## src/core/charge_request_defines.vh

```
// constants for the receiver-side request field encoder
// assumes includers want byte codes, field positions and register offsets
`ifndef CHARGE_REQUEST_DEFINES_VH
`define CHARGE_REQUEST_DEFINES_VH
// packet headers and request codes
`define HDR_SPECIFIC_REQUEST 8'h20
`define HDR_FOREIGN_OBJECT_STATUS 8'h22
`define HDR_RENEGOTIATE 8'h09
`define HDR_RX_POWER_24 8'h31
`define REQ_GUARANTEED_POWER 8'h01
`define REQ_RX_POWER_TYPE 8'h02
`define REQ_MOD_PARAMS 8'h03
`define REQ_MAXIMUM_POWER 8'h04
// field layout
`define POWER_FIELD_MASK 8'h3F
`define MOD_DEPTH_MASK 8'h03
`define MOD_POLARITY_BIT 2
`define FO_MODE_MASK 8'h03
`define FO_MODE_POWERED_OFF 2'h0
`define GUARANTEED_LIMIT 6'h1E
// kind selector written by software
`define KIND_GUARANTEED 3'h0
`define KIND_RX_TYPE 3'h1
`define KIND_MOD 3'h2
`define KIND_MAXIMUM 3'h3
`define KIND_FO_STATUS 3'h4
`define KIND_RENEGOTIATE 3'h5
// apb byte offsets
`define OFF_CONTROL 12'h000
`define OFF_POWER 12'h004
`define OFF_MOD 12'h008
`define OFF_QFACTOR 12'h00C
`define OFF_MESSAGE 12'h010
`define OFF_STATUS 12'h014
`endif

```

## src/core/charge_request_fields.v

```verilog
// apb-programmed encoder for receiver request parameter and status messages
// assumes an apb master on clk_i; the frame sender reads header/bytes from outputs
`timescale 1ns/1ns
`default_nettype none
`include "charge_request_defines.vh"
module charge_request_fields (
    input wire clk_i,
    input wire reset_n_i,
    input wire psel_i,
    input wire penable_i,
    input wire pwrite_i,
    input wire [11:0] paddr_i,
    input wire [31:0] pwdata_i,
    output reg [31:0] prdata_o,
    output reg pready_o,
    output reg pslverr_o,
    output reg [7:0] header_o,
    output reg [7:0] byte0_o,
    output reg [7:0] byte1_o,
    output reg [1:0] length_o,
    output reg over_limit_o
);
    reg rst_meta;
    reg rst_sync;
    reg [2:0] kind;
    reg [5:0] guaranteed;
    reg [5:0] maximum;
    reg [1:0] depth;
    reg polarity;
    reg [1:0] fo_mode;
    reg [7:0] qfactor;
    reg [7:0] next_header;
    reg [7:0] next_byte0;
    reg [7:0] next_byte1;
    reg [1:0] next_length;
    reg [31:0] next_rdata;
    reg next_err;
    wire setup;
    wire wr;

    assign setup = psel_i & ~penable_i;
    // a write lands only at the edge that completes the access phase
    assign wr = psel_i & penable_i & pready_o & pwrite_i;

    function known_offset;
        input [11:0] a;
        begin
            known_offset = (a == `OFF_CONTROL) || (a == `OFF_POWER) || (a == `OFF_MOD) ||
                (a == `OFF_QFACTOR) || (a == `OFF_MESSAGE) || (a == `OFF_STATUS);
        end
    endfunction

    always @(posedge clk_i or negedge reset_n_i) begin
        if (!reset_n_i) begin
            rst_meta <= 1'b0;
            rst_sync <= 1'b0;
        end else begin
            rst_meta <= 1'b1;
            rst_sync <= rst_meta;
        end
    end

    // pready rises in the access cycle; the write is stored as it completes
    always @(posedge clk_i or negedge rst_sync) begin
        if (!rst_sync) begin
            kind <= `KIND_GUARANTEED;
            guaranteed <= 6'h00;
            maximum <= 6'h00;
            depth <= 2'h0;
            polarity <= 1'b0;
            fo_mode <= `FO_MODE_POWERED_OFF;
            qfactor <= 8'h00;
        end else if (wr) begin
            if (paddr_i == `OFF_CONTROL) begin
                kind <= pwdata_i[2:0];
            end else if (paddr_i == `OFF_POWER) begin
                guaranteed <= pwdata_i[5:0];
                maximum <= pwdata_i[13:8];
            end else if (paddr_i == `OFF_MOD) begin
                depth <= pwdata_i[1:0];
                polarity <= pwdata_i[`MOD_POLARITY_BIT];
            end else if (paddr_i == `OFF_QFACTOR) begin
                qfactor <= pwdata_i[7:0];
                fo_mode <= pwdata_i[9:8];
            end
        end
    end

    always @* begin
        next_header = `HDR_SPECIFIC_REQUEST;
        next_byte0 = 8'h00;
        next_byte1 = 8'h00;
        next_length = 2'd2;
        case (kind)
            `KIND_GUARANTEED: begin
                next_byte0 = `REQ_GUARANTEED_POWER;
                next_byte1 = {2'b00, guaranteed};
            end
            `KIND_RX_TYPE: begin
                next_byte0 = `REQ_RX_POWER_TYPE;
                next_byte1 = `HDR_RX_POWER_24;
            end
            `KIND_MOD: begin
                next_byte0 = `REQ_MOD_PARAMS;
                next_byte1 = {5'b00000, polarity, depth};
            end
            `KIND_MAXIMUM: begin
                next_byte0 = `REQ_MAXIMUM_POWER;
                next_byte1 = {2'b00, maximum};
            end
            `KIND_FO_STATUS: begin
                next_header = `HDR_FOREIGN_OBJECT_STATUS;
                next_byte0 = {6'b000000, fo_mode};
                next_byte1 = qfactor;
            end
            default: begin
                // renegotiate and unused kinds fall back to the single zero byte
                next_header = `HDR_RENEGOTIATE;
                next_byte0 = 8'h00;
                next_length = 2'd1;
            end
        endcase
    end

    always @* begin
        next_rdata = 32'h0000_0000;
        next_err = ~known_offset(paddr_i);
        if (paddr_i == `OFF_CONTROL) begin
            next_rdata = {29'h0000_0000, kind};
        end else if (paddr_i == `OFF_POWER) begin
            next_rdata = {18'h0_0000, maximum, 2'b00, guaranteed};
        end else if (paddr_i == `OFF_MOD) begin
            next_rdata = {29'h0000_0000, polarity, depth};
        end else if (paddr_i == `OFF_QFACTOR) begin
            next_rdata = {22'h00_0000, fo_mode, qfactor};
        end else if (paddr_i == `OFF_MESSAGE) begin
            next_rdata = {6'h00, length_o, header_o, byte0_o, byte1_o};
        end else if (paddr_i == `OFF_STATUS) begin
            next_rdata = {31'h0000_0000, over_limit_o};
        end
    end

    always @(posedge clk_i or negedge rst_sync) begin
        if (!rst_sync) begin
            prdata_o <= 32'h0000_0000;
            pready_o <= 1'b0;
            pslverr_o <= 1'b0;
            header_o <= `HDR_SPECIFIC_REQUEST;
            byte0_o <= `REQ_GUARANTEED_POWER;
            byte1_o <= 8'h00;
            length_o <= 2'd2;
            over_limit_o <= 1'b0;
        end else begin
            pready_o <= setup;
            pslverr_o <= setup & next_err;
            if (setup && !pwrite_i) begin
                prdata_o <= next_rdata;
            end
            header_o <= next_header;
            byte0_o <= next_byte0;
            byte1_o <= next_byte1;
            length_o <= next_length;
            // flag only; the request is still encoded as software asked
            over_limit_o <= (guaranteed > `GUARANTEED_LIMIT);
        end
    end
endmodule
`default_nettype wire

```

## config.mk

```make
export PLATFORM = sky130hd
export DESIGN_NAME = charge_request_fields
export DESIGN_NICKNAME = d
export VERILOG_FILES = /design/src/core/charge_request_fields.v
export VERILOG_INCLUDE_DIRS = /design/src /design/src/core
export SDC_FILE = /design/constraint.sdc
export NUM_CORES = 1
export LEC_CHECK = 0
export BUFFER_PORTS_ARGS = -buffer_cell sky130_fd_sc_hd__clkbuf_2
export CORE_UTILIZATION = 45
export DETAILED_ROUTE_END_ITERATION = 12
export GPL_ROUTABILITY_DRIVEN = 0
export PLACE_DENSITY = 0.73
export SLEW_MARGIN = 20
export SYNTH_ARGS = -nofsm -noshare
export SYNTH_HDL_FRONTEND = slang
export SYNTH_SLANG_ARGS = --single-unit
```

## constraint.sdc

```tcl
create_clock -name clk_i -period 2.53 [get_ports clk_i]
set_input_delay 0 -clock clk_i [delete_from_list [all_inputs] [get_ports clk_i]]
set_output_delay 0 -clock clk_i [all_outputs]
set_load 0.05 [all_outputs]
```

==> impl_results.html <==
<table>
<tr><th>Metric</th><th>Value</th></tr>
<tr><th colspan="2">Global routing</th></tr>
<tr><td>Total congestion overflow</td><td>0</td></tr>
<tr><td>Pin count of the biggest net entering global routing</td><td>29</td></tr>
<tr><td>Global-route total usage across every layer</td><td>0.209</td></tr>
<tr><td>Vias in the first global route</td><td>roughly 2300</td></tr>
<tr><td>Initial antenna violation count</td><td>0</td></tr>
<tr><td>Global-route wire length before repair</td><td>11600 um</td></tr>
<tr><th colspan="2">Yosys</th></tr>
<tr><td>Most frequently used flop master after synthesis</td><td>sky130_fd_sc_hd__dfrtp_1</td></tr>
<tr><td>Number of enable flip-flop cells after synthesis</td><td>0</td></tr>
<tr><td>Top cell types by occurrence after synthesis</td><td>65 x sky130_fd_sc_hd__dfrtp_1, 23 x sky130_fd_sc_hd__buf_4, 21 x sky130_fd_sc_hd__nand2_1</td></tr>
<tr><td>Async S/R FF share, synth</td><td>1.00</td></tr>
<tr><td>Mean Syn Cell Area</td><td>11.7 um2</td></tr>
<tr><td>Top-area cell type share of the netlist area</td><td>0.507</td></tr>
<tr><td>Register bit total from synthesis</td><td>68</td></tr>
<tr><td>Number of different library cells in the post-synthesis netlist</td><td>47</td></tr>
<tr><td>Count of mapped cells out of synthesis</td><td>approximately 270</td></tr>
<tr><td>Leading cell types by total area after synthesis</td><td>sky130_fd_sc_hd__dfrtp_1 51%, sky130_fd_sc_hd__mux2_2 7.0%, sky130_fd_sc_hd__buf_4 5.4%, sky130_fd_sc_hd__mux2_4 4.7%, sky130_fd_sc_hd__mux2i_1 3.4%</td></tr>
<tr><td>Sequential share of the synthesized area</td><td>0.531</td></tr>
<tr><td>Dominant cell by count in the synthesized netlist</td><td>sky130_fd_sc_hd__dfrtp_1</td></tr>
<tr><td>Largest area contributor in the netlist</td><td>sky130_fd_sc_hd__dfrtp_1</td></tr>
<tr><td>Synthesis warning total</td><td>0</td></tr>
<tr><td>Post-synthesis instance area</td><td>0.00321 mm2</td></tr>
<tr><th colspan="2">Placement</th></tr>
<tr><td>HPWL after DPL</td><td>~5000 um</td></tr>
<tr><td>Cell Area, Placed</td><td>about 0.0036 mm2</td></tr>
<tr><td>Port Buffers</td><td>70</td></tr>
<tr><th colspan="2">Critical path</th></tr>
<tr><td>Required time at the endpoint of the critical path</td><td>2.78 ns</td></tr>
<tr><td>Worst Setup Path Type</td><td>input port to flip-flop</td></tr>
<tr><td>Top delay family on crit path</td><td>simple AND/OR/NAND/NOR gates</td></tr>
<tr><td>CP endpoint kind</td><td>flip-flop</td></tr>
<tr><td>Ordered list of cells on the worst path</td><td>dlygate4sd3_1 -&gt; clkbuf_2 -&gt; or3b_2 -&gt; or4_1 -&gt; o211ai_1</td></tr>
<tr><td>Setup crit start kind</td><td>input port</td></tr>
<tr><td>Data arrival at the endpoint of the critical path</td><td>2.15 ns</td></tr>
<tr><td>Delay of the slowest cell on the worst path</td><td>~0.74 ns</td></tr>
<tr><td>Number of buffer and inverter stages on the critical path</td><td>2</td></tr>
<tr><td>Worst reg-to-reg path cell count</td><td>3</td></tr>
<tr><td>CP Max Fanout</td><td>25</td></tr>
<tr><td>Slowest CP cell</td><td>sky130_fd_sc_hd__or3b_2</td></tr>
<tr><td>Total stage count of the critical path</td><td>5</td></tr>
<tr><th colspan="2">Clocking</th></tr>
<tr><td>Clock tree from TritonCTS</td><td>yes</td></tr>
<tr><td>Clock-pin slew on the worst setup and hold paths</td><td>around 0.070 ns</td></tr>
<tr><td>Maximum buffer depth of the clock tree</td><td>2</td></tr>
<tr><td>Number of levels the H-tree was split into</td><td>3</td></tr>
<tr><td>Worst-Skew Late Latency</td><td>roughly 0.34 ns</td></tr>
<tr><td>Root Buffer Master</td><td>sky130_fd_sc_hd__clkbuf_8</td></tr>
<tr><td>Number of buffers inserted during clock tree synthesis</td><td>9</td></tr>
<tr><td>Number of sinks driven by the clock tree</td><td>a little under 70</td></tr>
<tr><td>Number of setup buffers added after CTS</td><td>0</td></tr>
<tr><th colspan="2">Drt</th></tr>
<tr><td>Count of antenna-violating nets left after detailed routing</td><td>0</td></tr>
<tr><td>Routed wire per std cell</td><td>15.5 um</td></tr>
<tr><td>Aggregate routed wire length</td><td>~7000 um</td></tr>
<tr><td>Detailed-route DRC error count</td><td>0</td></tr>
<tr><td>Per-cell via count in the routed design</td><td>slightly above 5</td></tr>
<tr><td>Initial drt markers</td><td>roughly 160</td></tr>
<tr><td>Count of TritonRoute iterations in the first routing pass</td><td>4</td></tr>
<tr><td>Via count of the routed design</td><td>2357</td></tr>
<tr><th colspan="2">Layout</th></tr>
<tr><td>Share of cells above drive strength 1</td><td>0.366</td></tr>
<tr><td>Net total in the final layout</td><td>410</td></tr>
<tr><td>End-of-flow core utilization</td><td>0.574</td></tr>
<tr><td>Final std cell area, no fill</td><td>~0.0039 mm2</td></tr>
<tr><td>Layout area overhead</td><td>22.1%</td></tr>
<tr><td>Number of inserted diodes</td><td>0</td></tr>
<tr><th colspan="2">Timing</th></tr>
<tr><td>Max-slew violations</td><td>0</td></tr>
<tr><td>Setup Skew</td><td>slightly above 0.006 ns</td></tr>
<tr><td>Hold Fails Final Rpt</td><td>0</td></tr>
<tr><td>RSZ-0062 raised after global routing</td><td>no</td></tr>
<tr><td>Maximum operating frequency</td><td>approximately 530 MHz</td></tr>
<tr><td>Actual slew at the worst max-slew pin</td><td>roughly 0.65 ns</td></tr>
<tr><td>Final worst-path cycle share</td><td>0.752</td></tr>
<tr><td>Post-route minimum period</td><td>around 1.9 ns</td></tr>
<tr><td>Setup Total Neg Slack</td><td>0 ns</td></tr>
<tr><td>Endpoints failing setup</td><td>0</td></tr>
<tr><td>Worst max-slew margin expressed relative to the limit</td><td>0.563</td></tr>
<tr><th colspan="2">Min path</th></tr>
<tr><td>Count of cells along the worst hold path</td><td>3</td></tr>
<tr><td>Worst hold-check path type</td><td>input port to flip-flop</td></tr>
<tr><th colspan="2">Power and ir drop</th></tr>
<tr><td>Worst voltage drop across the vdd grid</td><td>approximately 350 uV</td></tr>
<tr><td>Cell area power density</td><td>between 500 and 600 mW/mm2</td></tr>
<tr><td>Total power draw</td><td>about 2.1 mW</td></tr>
<tr><td>Static leakage</td><td>around 2.0 nW</td></tr>
<tr><th colspan="2">Floorplan</th></tr>
<tr><td>Die extent in y</td><td>roughly 86 um</td></tr>
<tr><td>X dimension of the die</td><td>just under 90 um</td></tr>
<tr><td>Number of ports placed on the die boundary</td><td>between 100 and 150</td></tr>
<tr><td>CORE AREA</td><td>between 0.006 and 0.007 mm2</td></tr>
<tr><td>Number of placement rows</td><td>30</td></tr>
<tr><td>Die ar.</td><td>between 0.007 and 0.008 mm2</td></tr>
<tr><td>Initial cell density of the core</td><td>0.470</td></tr>
<tr><th colspan="2">Run</th></tr>
<tr><td>Max-capacitance violation count</td><td>0</td></tr>
<tr><th colspan="2">Status</th></tr>
<tr><td>Result of the run</td><td>finished clean</td></tr>
</table>
-- state kept, by name, summed over array words and instances, names as in the netlist --
name / flops
byte1_o: 8
polarity: 1
over_limit_o: 1
length_o: 2
fo_mode: 2
depth: 2
header_o: 3
guaranteed: 6
pready_o: 1
qfactor: 8
rst_sync: 1
kind: 3
prdata_o: 19
pslverr_o: 1
rst_meta: 1
byte0_o: 3
maximum: 6
-- through the flow --
stage          hold slack (ns)  worst slack, ns  cells
5_1_grt                 0.0689            0.553    462
3_5_place_dp            -0.211            0.630    428
3_3_place_gp            -0.211            0.670    428
4_1_cts                 0.0291            0.632    462
6_report                0.0491            0.627    462
2_1_floorplan           -0.296            0.501    294
-- where the power goes --
group          internal (mW)  switching, mW  leakage [nW]
combinational         0.0506          0.136          1.03
clock                  0.379          0.396        0.0824
sequential              1.09        0.00689         0.932
total                   1.52          0.539          2.04
-- final timing paths --
kind	startpoint	to	slack [ns]
worst max-delay path	penable_i	prdata_o[2]	0.63
worst min-delay path	psel_i	pslverr_o	0.05
worst max register to register	pready_o	qfactor[5]	0.83
worst min register to register	rst_sync	guaranteed[5]	0.21
max in group asynchronous	rst_sync	header_o[5]	1.57
min in group asynchronous	rst_sync	guaranteed[5]	0.21
-- layer usage --
metal / up-vias / GRT usage / wire [um]
li1: 1101 / - / -
met1: 1149 / 0.284 / 3260
met2: 99 / 0.333 / 3400
met3: 8 / 0.0505 / 446
met4: 0 / 0.0636 / 73
met5: - / 0 / 0
-- worst min-delay path: cells and delay by family --
kind | cells | cell delay, ns
and+or+nand+nor | 1 | 0.14
buffers and inverters | 1 | 0.11
AOI/OAI and AO/OA | 1 | 0.10
-- logic make-up after synthesis --
group                  synth area share
XOR/XNOR                        0.00273
buffers and inverters            0.0822
multiplexers                      0.151
AND/OR/NAND/NOR                   0.127
other                           0.00234
AO/OA/AOI/OAI                     0.103
flip-flops                        0.531
-- area by class of cell --
cell class	count	area [um2]
Clock buffer	12	145
Sequential cell	68	1710
Inverter	7	26.3
Tap cell	96	120
Clock inverter	4	25.0
Fill cell	608	2910
Timing Repair Buffer	94	576
Multi-Input combinational cell	181	1320
-- cells in the final DEF (no fill, tap or decap), types with 10 or more instances in the layout --
| master | Yosys | final |
|---|---|---|
| sky130_fd_sc_hd__nand2_1 | 21 | 21 |
| sky130_fd_sc_hd__clkbuf_2 | 0 | 70 |
| sky130_fd_sc_hd__o21ai_0 | 16 | 16 |
| sky130_fd_sc_hd__dfrtp_1 | 65 | 64 |
| sky130_fd_sc_hd__mux2i_1 | 11 | 11 |
| sky130_fd_sc_hd__conb_1 | 2 | 22 |
| sky130_fd_sc_hd__nor2_1 | 11 | 11 |
| sky130_fd_sc_hd__dlygate4sd3_1 | 0 | 18 |
| sky130_fd_sc_hd__clkbuf_8 | 0 | 10 |
| sky130_fd_sc_hd__mux2_2 | 20 | 20 |
| sky130_fd_sc_hd__mux2_4 | 10 | 10 |
-- what timing repair did --
item / CTS / global route
hold buffers: 18 / 0
setup endpoints to repair: 0 / 0
gates resized for setup: 0 / 0
hold endpoints to repair: 32 / 0
(Power assumes the default switching activity.)
